<file path="src/inc/fts_pkg.sv">
// Shared constants for the flash timing reload and auto-read register block.
// Assumes a single 10 MHz system clock and a CPU register port with word indices.
package fts_pkg;

  // Register indices on the CPU register port.
  localparam logic [3:0] IDX_START_DELAY   = 4'h0;
  localparam logic [3:0] IDX_TRANSITION    = 4'h1;
  localparam logic [3:0] IDX_PROGRAM_PULSE = 4'h2;
  localparam logic [3:0] IDX_PAGE_ERASE    = 4'h3;
  localparam logic [3:0] IDX_MODULE_ERASE  = 4'h4;
  localparam logic [3:0] IDX_END_DELAY     = 4'h5;
  localparam logic [3:0] IDX_MODULE_END    = 4'h6;
  localparam logic [3:0] IDX_RECOVERY      = 4'h7;
  localparam logic [3:0] IDX_PRESCALER     = 4'h8;
  localparam logic [3:0] IDX_FUNC_WORD     = 4'h9;
  localparam logic [3:0] IDX_PROT_WORD     = 4'hA;
  localparam logic [3:0] IDX_CODE_START    = 4'hB;
  localparam logic [3:0] IDX_FUNC_WORD_DM  = 4'hC;
  localparam logic [3:0] IDX_PROT_WORD_DM  = 4'hD;
  localparam logic [3:0] IDX_CODE_START_DM = 4'hE;

  // Reset values of the timing reload registers and the prescaler divider.
  localparam logic [7:0] RST_START_DELAY   = 8'h18;
  localparam logic [7:0] RST_TRANSITION    = 8'h30;
  localparam logic [7:0] RST_PROGRAM_PULSE = 8'h16;
  localparam logic [7:0] RST_PAGE_ERASE    = 8'h04;
  localparam logic [7:0] RST_MODULE_ERASE  = 8'hEA;
  localparam logic [7:0] RST_END_DELAY     = 8'h18;
  localparam logic [7:0] RST_MODULE_END    = 8'h3C;
  localparam logic [7:0] RST_RECOVERY      = 8'h04;
  localparam logic [4:0] RST_PRESCALER     = 5'h04;

  // Multipliers of the reload fields, as left shifts (8 = 2**3, 4096 = 2**12).
  localparam int PROG_SHIFT        = 3;
  localparam int MODULE_END_SHIFT  = 3;
  localparam int ERASE_SHIFT_DEF   = 12;

  // Field positions inside the auto-read words.
  localparam int USB_ENABLE_BIT    = 0;
  localparam int BOOT_AREA_LSB     = 0;
  localparam int CODE_AREA_LSB     = 9;

  // Operation kinds requested of the sequencer.
  localparam logic [1:0] OP_PROGRAM      = 2'h1;
  localparam logic [1:0] OP_PAGE_ERASE   = 2'h2;
  localparam logic [1:0] OP_MODULE_ERASE = 2'h3;

  // Sequencer phases, Gray coded on each step from idle through recovery.
  typedef enum logic [2:0] {
    SEQ_IDLE    = 3'h0,
    SEQ_START   = 3'h1,
    SEQ_TRAN_A  = 3'h3,
    SEQ_PULSE   = 3'h2,
    SEQ_TRAN_B  = 3'h6,
    SEQ_END     = 3'h7,
    SEQ_RECOVER = 3'h5
  } fts_state_t;

endpackage

</file>
<file path="src/fts_flash_timing.sv">
// Flash program and erase timing registers, sequencer and auto-read copies.
// Assumes a CPU register port on the system clock and a flash array that
// reports its own activity level asynchronously.
// Function
// - Start delay lasts field plus one ticks
// - Transitions last field plus one ticks
// - Program pulse is eight times field plus one
// - Page erase is 4096 times field plus one
// - Module erase is 4096 times field plus one
// - End delay lasts field plus one ticks
// - Module erase end is eight times field plus one
// - Recovery lasts field plus one ticks
// - Defaults load at reset only if idle
// - Function word copy sampled at reset, read-only
// - USB enable zero forces transceiver low power
// - Protection word copy sampled at reset, read-only
// - Code start word loaded at reset, read-only
// - Code start bits 8:0, 15:13 read zero
// - Code start bits 12:9 invert boot field
// - Data-side aliases return the same values
// - Prescaler divides clock by divider plus one
// - Busy flag while operating; requests stall
`timescale 1ns/10ps
`default_nettype none
module fts_flash_timing
  import fts_pkg::*;
#(
  parameter int ERASE_SHIFT = ERASE_SHIFT_DEF
) (
  // Clock and reset.
  input  wire logic        clk_i,
  input  wire logic        rst_i,
  // CPU register port.
  input  wire logic [3:0]  reg_idx_i,
  input  wire logic        reg_wr_i,
  input  wire logic        reg_rd_i,
  input  wire logic [15:0] reg_wdata_i,
  output logic [15:0]      reg_rdata_o,
  // Operation requests from the CPU side.
  input  wire logic        op_req_i,
  input  wire logic [1:0]  op_kind_i,
  output logic             cpu_stall_o,
  output logic             flash_busy_flag_o,
  output logic             op_done_o,
  // Flash array side.
  input  wire logic        array_active_i,
  input  wire logic [15:0] info0_word_i,
  input  wire logic [15:0] info1_word_i,
  output logic [2:0]       seq_phase_o,
  output logic             program_pulse_o,
  output logic             erase_pulse_o,
  output logic             module_erase_o,
  // USB transceiver power control.
  input  wire logic        usb_ctrl_lowpower_i,
  output logic             usb_xcvr_lowpower_o
);

  localparam int CNT_W = 9 + ERASE_SHIFT;

  // Timing reload registers.
  logic [7:0]  start_delay_reload_reg;
  logic [7:0]  transition_time_reload_reg;
  logic [7:0]  program_pulse_reload_reg;
  logic [7:0]  page_erase_pulse_reload_reg;
  logic [7:0]  module_erase_pulse_reload_reg;
  logic [7:0]  end_delay_reload_reg;
  logic [7:0]  module_erase_end_reload_reg;
  logic [7:0]  recovery_delay_reload_reg;
  logic [4:0]  prescaler_divider_reg;
  logic [7:0]  start_delay_reload_next;
  logic [7:0]  transition_time_reload_next;
  logic [7:0]  program_pulse_reload_next;
  logic [7:0]  page_erase_pulse_reload_next;
  logic [7:0]  module_erase_pulse_reload_next;
  logic [7:0]  end_delay_reload_next;
  logic [7:0]  module_erase_end_reload_next;
  logic [7:0]  recovery_delay_reload_next;
  logic [4:0]  prescaler_divider_next;

  // Auto-read copies and the read data register.
  logic [15:0] function_word_copy_reg;
  logic [15:0] protection_word_copy_reg;
  logic [15:0] code_area_start_copy_reg;
  logic [15:0] function_word_copy_next;
  logic [15:0] protection_word_copy_next;
  logic [15:0] code_area_start_copy_next;
  logic [15:0] rdata_reg;
  logic [15:0] rdata_next;
  logic        usb_lowpower_reg;
  logic        usb_lowpower_next;

  // Sequencer state.
  fts_state_t  state_reg;
  fts_state_t  state_next;
  logic [1:0]  op_kind_reg;
  logic [1:0]  op_kind_next;
  logic [4:0]  psc_cnt_reg;
  logic [4:0]  psc_cnt_next;
  logic        done_reg;
  logic        done_next;

  // Glue.
  logic              array_active;
  logic              busy;
  logic              tick;
  logic              phase_done;
  logic              cnt_load;
  logic [CNT_W-1:0]  cnt_val;
  logic              take_req;

  // Flash array activity from its own domain.
  fts_sync3 u_active_sync (
    .clk_i   (clk_i),
    .async_i (array_active_i),
    .level_o (array_active)
  );

  // Phase length counter.
  fts_delay_cnt #(
    .W (CNT_W)
  ) u_phase_cnt (
    .clk_i      (clk_i),
    .rst_i      (rst_i),
    .load_i     (cnt_load),
    .load_val_i (cnt_val),
    .tick_i     (tick),
    .done_o     (phase_done)
  );

  // Field plus one, scaled by a power of two, as a tick count.
  function automatic logic [CNT_W-1:0] scaled(input logic [7:0] field, input int shift);
    logic [CNT_W-1:0] ext;
    ext    = CNT_W'({1'b0, field} + 9'h001);
    scaled = ext << shift;
  endfunction

  // Busy covers the whole sequence and any operation the array still runs.
  assign busy     = (state_reg != SEQ_IDLE) || array_active;
  assign take_req = op_req_i && !busy && (op_kind_i != 2'h0);

  // Timing registers: defaults only when the flash is idle at reset.
  always_comb begin
    start_delay_reload_next        = start_delay_reload_reg;
    transition_time_reload_next    = transition_time_reload_reg;
    program_pulse_reload_next      = program_pulse_reload_reg;
    page_erase_pulse_reload_next   = page_erase_pulse_reload_reg;
    module_erase_pulse_reload_next = module_erase_pulse_reload_reg;
    end_delay_reload_next          = end_delay_reload_reg;
    module_erase_end_reload_next   = module_erase_end_reload_reg;
    recovery_delay_reload_next     = recovery_delay_reload_reg;
    prescaler_divider_next         = prescaler_divider_reg;
    if (rst_i) begin
      if (!array_active) begin
        start_delay_reload_next        = RST_START_DELAY;
        transition_time_reload_next    = RST_TRANSITION;
        program_pulse_reload_next      = RST_PROGRAM_PULSE;
        page_erase_pulse_reload_next   = RST_PAGE_ERASE;
        module_erase_pulse_reload_next = RST_MODULE_ERASE;
        end_delay_reload_next          = RST_END_DELAY;
        module_erase_end_reload_next   = RST_MODULE_END;
        recovery_delay_reload_next     = RST_RECOVERY;
        prescaler_divider_next         = RST_PRESCALER;
      end
    end else if (reg_wr_i) begin
      // Writes during an operation are software's fault and are not blocked.
      case (reg_idx_i)
        IDX_START_DELAY:   start_delay_reload_next        = reg_wdata_i[7:0];
        IDX_TRANSITION:    transition_time_reload_next    = reg_wdata_i[7:0];
        IDX_PROGRAM_PULSE: program_pulse_reload_next      = reg_wdata_i[7:0];
        IDX_PAGE_ERASE:    page_erase_pulse_reload_next   = reg_wdata_i[7:0];
        IDX_MODULE_ERASE:  module_erase_pulse_reload_next = reg_wdata_i[7:0];
        IDX_END_DELAY:     end_delay_reload_next          = reg_wdata_i[7:0];
        IDX_MODULE_END:    module_erase_end_reload_next   = reg_wdata_i[7:0];
        IDX_RECOVERY:      recovery_delay_reload_next     = reg_wdata_i[7:0];
        IDX_PRESCALER:     prescaler_divider_next         = reg_wdata_i[4:0];
        default: begin
        end
      endcase
    end
  end

  // Timing register storage.
  always_ff @(posedge clk_i) begin
    start_delay_reload_reg        <= start_delay_reload_next;
    transition_time_reload_reg    <= transition_time_reload_next;
    program_pulse_reload_reg      <= program_pulse_reload_next;
    page_erase_pulse_reload_reg   <= page_erase_pulse_reload_next;
    module_erase_pulse_reload_reg <= module_erase_pulse_reload_next;
    end_delay_reload_reg          <= end_delay_reload_next;
    module_erase_end_reload_reg   <= module_erase_end_reload_next;
    recovery_delay_reload_reg     <= recovery_delay_reload_next;
    prescaler_divider_reg         <= prescaler_divider_next;
  end

  // Auto-read copies are sampled while reset is held and never written by the CPU.
  always_comb begin
    function_word_copy_next   = function_word_copy_reg;
    protection_word_copy_next = protection_word_copy_reg;
    code_area_start_copy_next = code_area_start_copy_reg;
    if (rst_i) begin
      function_word_copy_next   = info0_word_i;
      protection_word_copy_next = info1_word_i;
      code_area_start_copy_next = 16'h0000;
      code_area_start_copy_next[CODE_AREA_LSB +: 4] =
        ~info1_word_i[BOOT_AREA_LSB +: 4];
    end
  end

  // Transceiver forced to low power unless the function word enables it.
  always_comb begin
    usb_lowpower_next = !function_word_copy_reg[USB_ENABLE_BIT] || usb_ctrl_lowpower_i;
  end

  // Registered read data; aliases decode to the same copies.
  always_comb begin
    rdata_next = rdata_reg;
    if (rst_i) begin
      rdata_next = 16'h0000;
    end else if (reg_rd_i) begin
      case (reg_idx_i)
        IDX_START_DELAY:   rdata_next = {8'h00, start_delay_reload_reg};
        IDX_TRANSITION:    rdata_next = {8'h00, transition_time_reload_reg};
        IDX_PROGRAM_PULSE: rdata_next = {8'h00, program_pulse_reload_reg};
        IDX_PAGE_ERASE:    rdata_next = {8'h00, page_erase_pulse_reload_reg};
        IDX_MODULE_ERASE:  rdata_next = {8'h00, module_erase_pulse_reload_reg};
        IDX_END_DELAY:     rdata_next = {8'h00, end_delay_reload_reg};
        IDX_MODULE_END:    rdata_next = {8'h00, module_erase_end_reload_reg};
        IDX_RECOVERY:      rdata_next = {8'h00, recovery_delay_reload_reg};
        IDX_PRESCALER:     rdata_next = {11'h000, prescaler_divider_reg};
        IDX_FUNC_WORD,
        IDX_FUNC_WORD_DM:  rdata_next = function_word_copy_reg;
        IDX_PROT_WORD,
        IDX_PROT_WORD_DM:  rdata_next = protection_word_copy_reg;
        IDX_CODE_START,
        IDX_CODE_START_DM: rdata_next = code_area_start_copy_reg;
        default:           rdata_next = 16'h0000;
      endcase
    end
  end

  // Copy, read data and transceiver control storage.
  always_ff @(posedge clk_i) begin
    function_word_copy_reg   <= function_word_copy_next;
    protection_word_copy_reg <= protection_word_copy_next;
    code_area_start_copy_reg <= code_area_start_copy_next;
    rdata_reg                <= rdata_next;
    usb_lowpower_reg         <= usb_lowpower_next;
  end

  // Prescaler: one tick every divider plus one system clocks, restarted per operation.
  always_comb begin
    psc_cnt_next = psc_cnt_reg + 5'h01;
    if (rst_i || take_req || (psc_cnt_reg == prescaler_divider_reg)) begin
      psc_cnt_next = 5'h00;
    end
  end
  assign tick = (state_reg != SEQ_IDLE) && (psc_cnt_reg == prescaler_divider_reg);

  // Sequencer walks the phases and loads each phase length on entry.
  always_comb begin
    state_next   = state_reg;
    op_kind_next = op_kind_reg;
    done_next    = 1'b0;
    cnt_load     = 1'b0;
    cnt_val      = '0;
    case (state_reg)
      SEQ_IDLE: begin
        if (take_req) begin
          state_next   = SEQ_START;
          op_kind_next = op_kind_i;
          cnt_load     = 1'b1;
          cnt_val      = scaled(start_delay_reload_reg, 0);
        end
      end
      SEQ_START: begin
        if (phase_done) begin
          state_next = SEQ_TRAN_A;
          cnt_load   = 1'b1;
          cnt_val    = scaled(transition_time_reload_reg, 0);
        end
      end
      SEQ_TRAN_A: begin
        if (phase_done) begin
          state_next = SEQ_PULSE;
          cnt_load   = 1'b1;
          case (op_kind_reg)
            OP_PAGE_ERASE:   cnt_val = scaled(page_erase_pulse_reload_reg, ERASE_SHIFT);
            OP_MODULE_ERASE: cnt_val = scaled(module_erase_pulse_reload_reg, ERASE_SHIFT);
            default:         cnt_val = scaled(program_pulse_reload_reg, PROG_SHIFT);
          endcase
        end
      end
      SEQ_PULSE: begin
        if (phase_done) begin
          state_next = SEQ_TRAN_B;
          cnt_load   = 1'b1;
          cnt_val    = scaled(transition_time_reload_reg, 0);
        end
      end
      SEQ_TRAN_B: begin
        if (phase_done) begin
          state_next = SEQ_END;
          cnt_load   = 1'b1;
          if (op_kind_reg == OP_MODULE_ERASE) begin
            cnt_val = scaled(module_erase_end_reload_reg, MODULE_END_SHIFT);
          end else begin
            cnt_val = scaled(end_delay_reload_reg, 0);
          end
        end
      end
      SEQ_END: begin
        if (phase_done) begin
          state_next = SEQ_RECOVER;
          cnt_load   = 1'b1;
          cnt_val    = scaled(recovery_delay_reload_reg, 0);
        end
      end
      SEQ_RECOVER: begin
        if (phase_done) begin
          state_next = SEQ_IDLE;
          done_next  = 1'b1;
        end
      end
      default: begin
        state_next = SEQ_IDLE;
      end
    endcase
    if (rst_i) begin
      state_next   = SEQ_IDLE;
      op_kind_next = 2'h0;
      done_next    = 1'b0;
    end
  end

  // Sequencer storage.
  always_ff @(posedge clk_i) begin
    state_reg   <= state_next;
    op_kind_reg <= op_kind_next;
    psc_cnt_reg <= psc_cnt_next;
    done_reg    <= done_next;
  end

  // Outputs toward the CPU and the array.
  assign reg_rdata_o         = rdata_reg;
  assign flash_busy_flag_o   = busy;
  assign cpu_stall_o         = op_req_i && busy;
  assign op_done_o           = done_reg;
  assign seq_phase_o         = state_reg;
  assign program_pulse_o     = (state_reg == SEQ_PULSE) && (op_kind_reg == OP_PROGRAM);
  assign erase_pulse_o       = (state_reg == SEQ_PULSE) && (op_kind_reg != OP_PROGRAM);
  assign module_erase_o      = (op_kind_reg == OP_MODULE_ERASE) && (state_reg != SEQ_IDLE);
  assign usb_xcvr_lowpower_o = usb_lowpower_reg;

endmodule
`default_nettype wire

</file>
<file path="src/fts_sync3.sv">
// Three-stage input synchroniser with agreement filter.
// Assumes the input is a level from outside the clock domain.
`timescale 1ns/10ps
`default_nettype none
module fts_sync3 (
  // Clock.
  input  wire logic clk_i,
  // Asynchronous level in, filtered level out.
  input  wire logic async_i,
  output logic      level_o
);

  logic s1_reg;
  logic s2_reg;
  logic s3_reg;
  logic level_reg;
  logic level_next;

  // A change is accepted once the second and third stages agree.
  always_comb begin
    level_next = (s2_reg == s3_reg) ? s3_reg : level_reg;
  end

  // No reset here so the level is already valid while the block is held in reset.
  always_ff @(posedge clk_i) begin
    s1_reg    <= async_i;
    s2_reg    <= s1_reg;
    s3_reg    <= s2_reg;
    level_reg <= level_next;
  end

  assign level_o = level_reg;

endmodule
`default_nettype wire

</file>
<file path="src/fts_delay_cnt.sv">
// Down counter that measures a phase in prescaler ticks.
// Assumes load and tick come from logic on the same clock.
`timescale 1ns/10ps
`default_nettype none
module fts_delay_cnt #(
  parameter int W = 21
) (
  // Clock and reset.
  input  wire logic         clk_i,
  input  wire logic         rst_i,
  // Load and count control.
  input  wire logic         load_i,
  input  wire logic [W-1:0] load_val_i,
  input  wire logic         tick_i,
  // Phase end, one cycle on the last tick.
  output logic              done_o
);

  logic [W-1:0] cnt_reg;
  logic [W-1:0] cnt_next;

  // Load wins; otherwise each tick removes one from a nonzero count.
  always_comb begin
    cnt_next = cnt_reg;
    if (load_i) begin
      cnt_next = load_val_i;
    end else if (tick_i && (cnt_reg != '0)) begin
      cnt_next = cnt_reg - W'(1);
    end
  end

  // Count register.
  always_ff @(posedge clk_i) begin
    if (rst_i) begin
      cnt_reg <= '0;
    end else begin
      cnt_reg <= cnt_next;
    end
  end

  // Load is left out here: the sequencer loads on this very signal, so gating it would loop.
  assign done_o = tick_i && (cnt_reg == W'(1));

endmodule
`default_nettype wire

</file>
<file path="config.mk">
export PLATFORM = sky130hd
export DESIGN_NAME = fts_flash_timing
export DESIGN_NICKNAME = d
export VERILOG_FILES = /design/src/inc/fts_pkg.sv /design/src/fts_flash_timing.sv /design/src/fts_sync3.sv /design/src/fts_delay_cnt.sv
export SDC_FILE = /design/constraint.sdc
export NUM_CORES = 1
export LEC_CHECK = 0
export BUFFER_PORTS_ARGS = -buffer_cell sky130_fd_sc_hd__buf_4
export CORE_MARGIN = 3
export CORE_UTILIZATION = 40
export CTS_CLUSTER_SIZE = 12
export DETAILED_ROUTE_END_ITERATION = 8
export GPL_ROUTABILITY_DRIVEN = 0
export PLACE_DENSITY = 0.55
export SYNTH_ARGS = -nofsm -noshare
export SYNTH_HDL_FRONTEND = slang
export SYNTH_SLANG_ARGS = --single-unit
</file>
<file path="constraint.sdc">
create_clock -name clk_i -period 6.7 [get_ports clk_i]
set_input_delay 0.335 -clock clk_i [delete_from_list [all_inputs] [get_ports clk_i]]
set_output_delay 0.335 -clock clk_i [all_outputs]
set_load 0.005 [all_outputs]
</file>
# ---- Yosys cells after proc, flatten, opt, wreduce, memory -nomap -nowiden
# Cells that the tools add are included.
dict set report word_totals {
  reg_bits 158
  output_inout_bits 26
  in_bits 61
}
dict set report op_classes {
  addsub 10
  n_eq_ne 35
  bitwise_logic 2
  mux 56
  reduce_logical 48
}
# op n
set ops {}
lappend ops {{8-bit two-way mux} 30}
lappend ops {{16-bit case mux with 12 select lines} 1}
lappend ops {{21-bit case mux with 5 select lines} 1}
lappend ops {{8-bit by 1-bit adder with 9-bit output (second input constant)} 8}
lappend ops {{21-bit two-way mux} 3}
lappend ops {{21-bit case mux with 2 select lines} 1}
lappend ops {{4-bit equality test (second input constant)} 7}
lappend ops {{9-bit two-way mux} 3}
lappend ops {{3-bit AND reduction} 9}
lappend ops {{12-bit two-way mux} 2}
lappend ops {{2-bit nonzero test} 12}
lappend ops {{21-bit by 1-bit equality test with 1-bit output (second input constant)} 1}
lappend ops {{3-bit two-way mux} 7}
lappend ops {{3-bit case mux with 7 select lines} 1}
lappend ops {{21-bit nonzero test} 1}
lappend ops {{21-bit by 1-bit subtractor with 21-bit output (second input constant)} 1}
lappend ops {{5-bit two-way mux} 4}
lappend ops {{4-bit by 3-bit equality test with 1-bit output (second input constant)} 4}
lappend ops {{2-bit inequality test (second input constant)} 8}
lappend ops {{2-bit OR reduction} 5}
lappend ops {{3-bit equality test (second input constant)} 3}
lappend ops {{1-bit logical AND} 9}
lappend ops {{4-bit by 2-bit equality test with 1-bit output (second input constant)} 2}
lappend ops {{7-bit AND reduction} 1}
lappend ops {{20 further kinds} 27}

# ---- Depth between registers and ports, before layout
dict set report logic_depth {
  ltp_word 8
  depth_mapped 11
  mapped_depth_nobuf 9
}

# ---- Cells and area by module
# Synthesis repeated with hierarchy kept, for this count alone.
dict set report unflattened {
  cells_unflattened 796
  area_unflattened_um2 8489.4
}
# module instances seq_area_each_um2 area_per_inst_um2 cells_each
set by_module_without_submodules {}
lappend by_module_without_submodules {fts_flash_timing 1 3713.6 7026.7 637}
lappend by_module_without_submodules {fts_delay_cnt 1 420.4 1363.8 154}
lappend by_module_without_submodules {fts_sync3 1 90.1 98.8 5}

# ---- Worst setup path after synthesis
# Ideal clock, no wire load.
dict set report synth_path {
  kind {input to register}
  from {input port reg_idx_i[0]}
  to {register page_erase_pulse_reload_reg[0], enable pin}
  arrival_time_ns 2.125
  stages 5
  setup_time_ns 0.387
  t_required_ns 6.313
  setup_slack_ns 4.188
  cell_sequence {clkbuf_1 buf_1 buf_2 nand3_1 o31ai_1}
}
dict set report synth_via {
  elab_chain_len 3
}
# item line_no
set synth_lines {}
lappend synth_lines {{from (decl)} fts_flash_timing.sv:34} ;# input wire logic [3:0] reg_idx_i,
lappend synth_lines {{4-bit by 2-bit equality test with 1-bit output} fts_flash_timing.sv:166} ;# case (reg_idx_i)
lappend synth_lines {{2-bit nonzero test (no source line)} -}
lappend synth_lines {{3-bit AND reduction (no source line)} -}
lappend synth_lines {{to (signal assigned)} fts_flash_timing.sv:187} ;# page_erase_pulse_reload_reg <= page_erase_pulse_reload_next;
lappend synth_lines {{to (decl)} fts_flash_timing.sv:64} ;# logic [7:0] page_erase_pulse_reload_reg;
# Every way passes these cells.
# A chain may end at the register's enable or synchronous reset.

# ---- Final worst setup path
dict set report layout_path {
  from {register u_phase_cnt.cnt_reg[2]}
  to {register u_phase_cnt.cnt_reg[6]}
}
dict set report layout_via {
  elab_chain_len 5
  word_cells_on_any_way 15
  classes_between {add/sub: 1; eq/ne: 1; mux: 9; reduce/logical: 4}
}
# item line_no
set layout_lines {}
lappend layout_lines {{from (decl)} fts_delay_cnt.sv:19} ;# logic [W-1:0] cnt_reg;
lappend layout_lines {{from (signal assigned)} fts_delay_cnt.sv:37} ;# cnt_reg <= cnt_next;
lappend layout_lines {{parallel branches: the longest is 5 deep, another holds 21-bit by 1-bit subtractor with 21-bit output} -}
# Parallel ways; which one is timed is not known. The select of a mux whose other input is x is not followed.

==> flow_summary.json <==
{
  "ir_drop_mv": 0.176,
  "reg2reg_to": "u_phase_cnt.cnt_reg[6]",
  "synth_edf_count": 106,
  "num_vias": 6568,
  "skew_ps": 10.4,
  "wire_per_inst_um": 21.6,
  "worstHoldEndpoint": "protection_word_copy_reg[10]",
  "core_area_um2": 19700,
  "r2r_cells": 7,
  "dp_hpwl_mm": 18.5,
  "holdCritPathClass": "input port to flop",
  "largest_reg_flops": 21,
  "drt_iter0_drc": 708,
  "yosysSeqAreaShare": 0.522,
  "insertion_delay_ps": 430,
  "rows": 51,
  "viasPerCell": 5.81,
  "first_global_vias": 6304,
  "clock-root-buffer": "clkbuf_16",
  "grt_max_degree": 65,
  "max_freq_mhz": 349,
  "grt_antenna_before_repair": 0,
  "die_area_um2": 22000,
  "period_needed_ps": 2860,
  "portBuffers": 78,
  "layout-drive-gt1-share": 0.169,
  "share_seq_of_total_power": 0.481,
  "mostFrequentLayoutCells": "edfxtp_1 (106), buf_4 (88), nor2_1 (68)",
  "grt_usage": 0.222,
  "netlist_area_um2": 8100,
  "fillers": 1846,
  "die_x_um": 148,
  "wl_mm": 24.4,
  "cts_max_path_buffers": 2,
  "rsz0062_at_grt": "false",
  "hold_depth": 1,
  "final_hold_viol_count": 0,
  "start_util": 0.412,
  "cp_slowest_cell": "nor4_1",
  "setup_tns_ps": 0,
  "htreeDepth": 4,
  "synthesis.nets": 853,
  "syn_area_per_cell_um2": 10.4,
  "critical_path.max_fanout": 8,
  "finalMaxSlewViolations": 0,
  "status": "complete, no violations",
  "dr.pass1.iters": 9,
  "yosysUniqueCellTypes": 63,
  "crit_path_end_kind": "flop",
  "crit_arrival_ps": 3220,
  "cellPowerDensity_nw_per_um2": 255,
  "worst_slew_pin_slew_ps": 1280,
  "setup_viol": 0,
  "grt_pass1_wl_mm": 36.8,
  "numCtsBuffers": 17,
  "async_flop_share": 0,
  "nNetsFinal": 924,
  "power.net_switching_mw": 0.672,
  "cts.clk_slew.worst_paths_ps": 70,
  "crit_type": "flop to flop",
  "mostFrequentLayoutCell": "edfxtp_1",
  "crit_required_ps": 7060,
  "grt-ovfl-total": 0,
  "ys.flop_type": "edfxtp_1",
  "area_growth_pct": 17.8,
  "combPwrFrac": 0.124,
  "cts_resized": 0,
  "r2r-start": "u_phase_cnt.cnt_reg[2]",
  "p_int_mw": 1.76,
  "power.leakage_nw": 3.42,
  "worstPathCellList": "nor4_4 > nand3b_1 > nor4_1 > and2_1 > nand2b_1 > o22a_1 > a21oi_1",
  "reg2reg_slack_ps": 3840,
  "die_h_um": 148,
  "relSlewSlack": 0.142,
  "ant_nets": 0,
  "diodes": 0,
  "cts_tree": "done",
  "crit_path_start_kind": "flop",
  "ys_ff_latch": 158,
  "synth_area_leaders": "edfxtp_1 (39%), dfxtp_1 (13%), xor2_1 (3.8%), a21oi_1 (3.2%), nor2_1 (3.2%)",
  "cap_violations": 0,
  "synth_cells": 781,
  "synth_top_area_cell": "edfxtp_1",
  "yosysTopAreaCellShare": 0.393,
  "yosys_warnings": 0,
  "post_cts_buffers": 0,
  "drcViolationCount": 0,
  "cts_sinks": 158,
  "max_stage_delay_ps": 670,
  "clkPwrFrac": 0.396,
  "worst_hold_startpoint": "info1_word_i[10]",
  "fin_crit_sh": 0.427,
  "finalPower_mw": 2.44,
  "holdBufCountCts": 1,
  "ios": 87,
  "swShare": 0.276
}
## routing by layer
layer / track usage / up-vias / part of all wire
met1: 0.307 / 3187 / 0.44
met2: 0.340 / 272 / 0.46
met4: 0.0868 / 0 / 0.030
li1: - / 3068 / -
met5: 0 / - / 0
met3: 0.0503 / 41 / 0.069
## cell type report
| cell class | count | area, um2 | share of cell area |
|---|---|---|---|
| inverter | 12 | 45.0 | 0.00472 |
| tap | 265 | 332 | 0.0348 |
| clock inverter | 15 | 165 | 0.0173 |
| multi-input combinational | 574 | 3680 | 0.385 |
| clock buffer | 17 | 425 | 0.0446 |
| timing repair buffer | 89 | 671 | 0.0703 |
| sequential | 158 | 4220 | 0.443 |
## cells in the mapped netlist (all sizes together), types with 2 or more instances
| cell | n |
|---|---|
| edfxtp | 106 |
| nor2 | 68 |
| nand2 | 63 |
| a21oi | 52 |
| dfxtp | 52 |
| nand3 | 44 |
| xor2 | 35 |
| clkbuf | 30 |
| xnor2 | 28 |
| nor2b | 26 |
| o21ai | 25 |
| a22oi | 22 |
| nor3 | 18 |
| and3 | 14 |
| o22ai | 14 |
| mux2i | 13 |
| inv | 12 |
| nand4 | 12 |
| a211oi | 11 |
| ha | 11 |
| or2 | 10 |
| nand2b | 8 |
| nor4 | 8 |
| a31oi | 7 |
| buf | 7 |
| nor3b | 7 |
| a221oi | 6 |
| a222oi | 6 |
| and2 | 6 |
| o31ai | 6 |
| a21o | 5 |
| or3 | 5 |
| nand4b | 4 |
| o211ai | 4 |
| o221ai | 4 |
| mux2 | 3 |
| mux4 | 3 |
| nand3b | 3 |
| o21a | 3 |
| o22a | 3 |
| a211o | 2 |
| and4 | 2 |
| o32ai | 2 |
## worst max path at each step
stage | start | to | slack, ps | depth (start not counted)
detailed placement | u_phase_cnt.cnt_reg[6] | u_phase_cnt.cnt_reg[8] | 3890 | 7
CTS | u_phase_cnt.cnt_reg[6] | u_phase_cnt.cnt_reg[6] | 3890 | 7
global placement | reg_idx_i[0] | start_delay_reload_reg[7] | 3970 | 4
global route | u_phase_cnt.cnt_reg[6] | u_phase_cnt.cnt_reg[6] | 3650 | 7
floorplan | reg_idx_i[0] | page_erase_pulse_reload_reg[0] | 4190 | 5
finish | u_phase_cnt.cnt_reg[2] | u_phase_cnt.cnt_reg[6] | 3840 | 7
## power groups by stage
stage	sequential [mW]	clock, mW	combinational (mW)
3_5_place_dp	1.19	0	0.298
4_1_cts	1.17	0.984	0.300
3_3_place_gp	1.19	0	0.293
6_report	1.17	0.964	0.301
2_1_floorplan	1.16	0	0.198
5_1_grt	1.17	1.03	0.330
## critical path: cells and delay by family, from the launching register on
kind	cells	cell delay, ps
simple gates	5	2090
compound gates	2	350
flops	1	360
## through the flow
step | cells | setup slack (ps) | hold WS (ps) | util | area [um2]
after floorplan | 781 | 4190 | 310 | - | 8100
after global placement | 1097 | 3970 | 316 | 0.455 | 8940
after detailed placement | 1097 | 3890 | 317 | 0.455 | 8940
after CTS | 1130 | 3890 | 57.9 | 0.485 | 9540
after global routing | 1130 | 3650 | 46.1 | 0.485 | 9540
final | 1130 | 3840 | 77.4 | 0.485 | 9540
## cell families after synthesis
kind of cell / after synthesis / synth area share
buffers and inverters: 49 / 0.0250
and+or+nand+nor: 300 / 0.192
DFF: 158 / 0.522
xor gates and xnor gates: 63 / 0.0681
adders and majority gates: 11 / 0.0170
AOI/OAI and AO/OA: 181 / 0.147
muxes: 19 / 0.0286
Note: power is estimated with default switching activity, not from simulation.
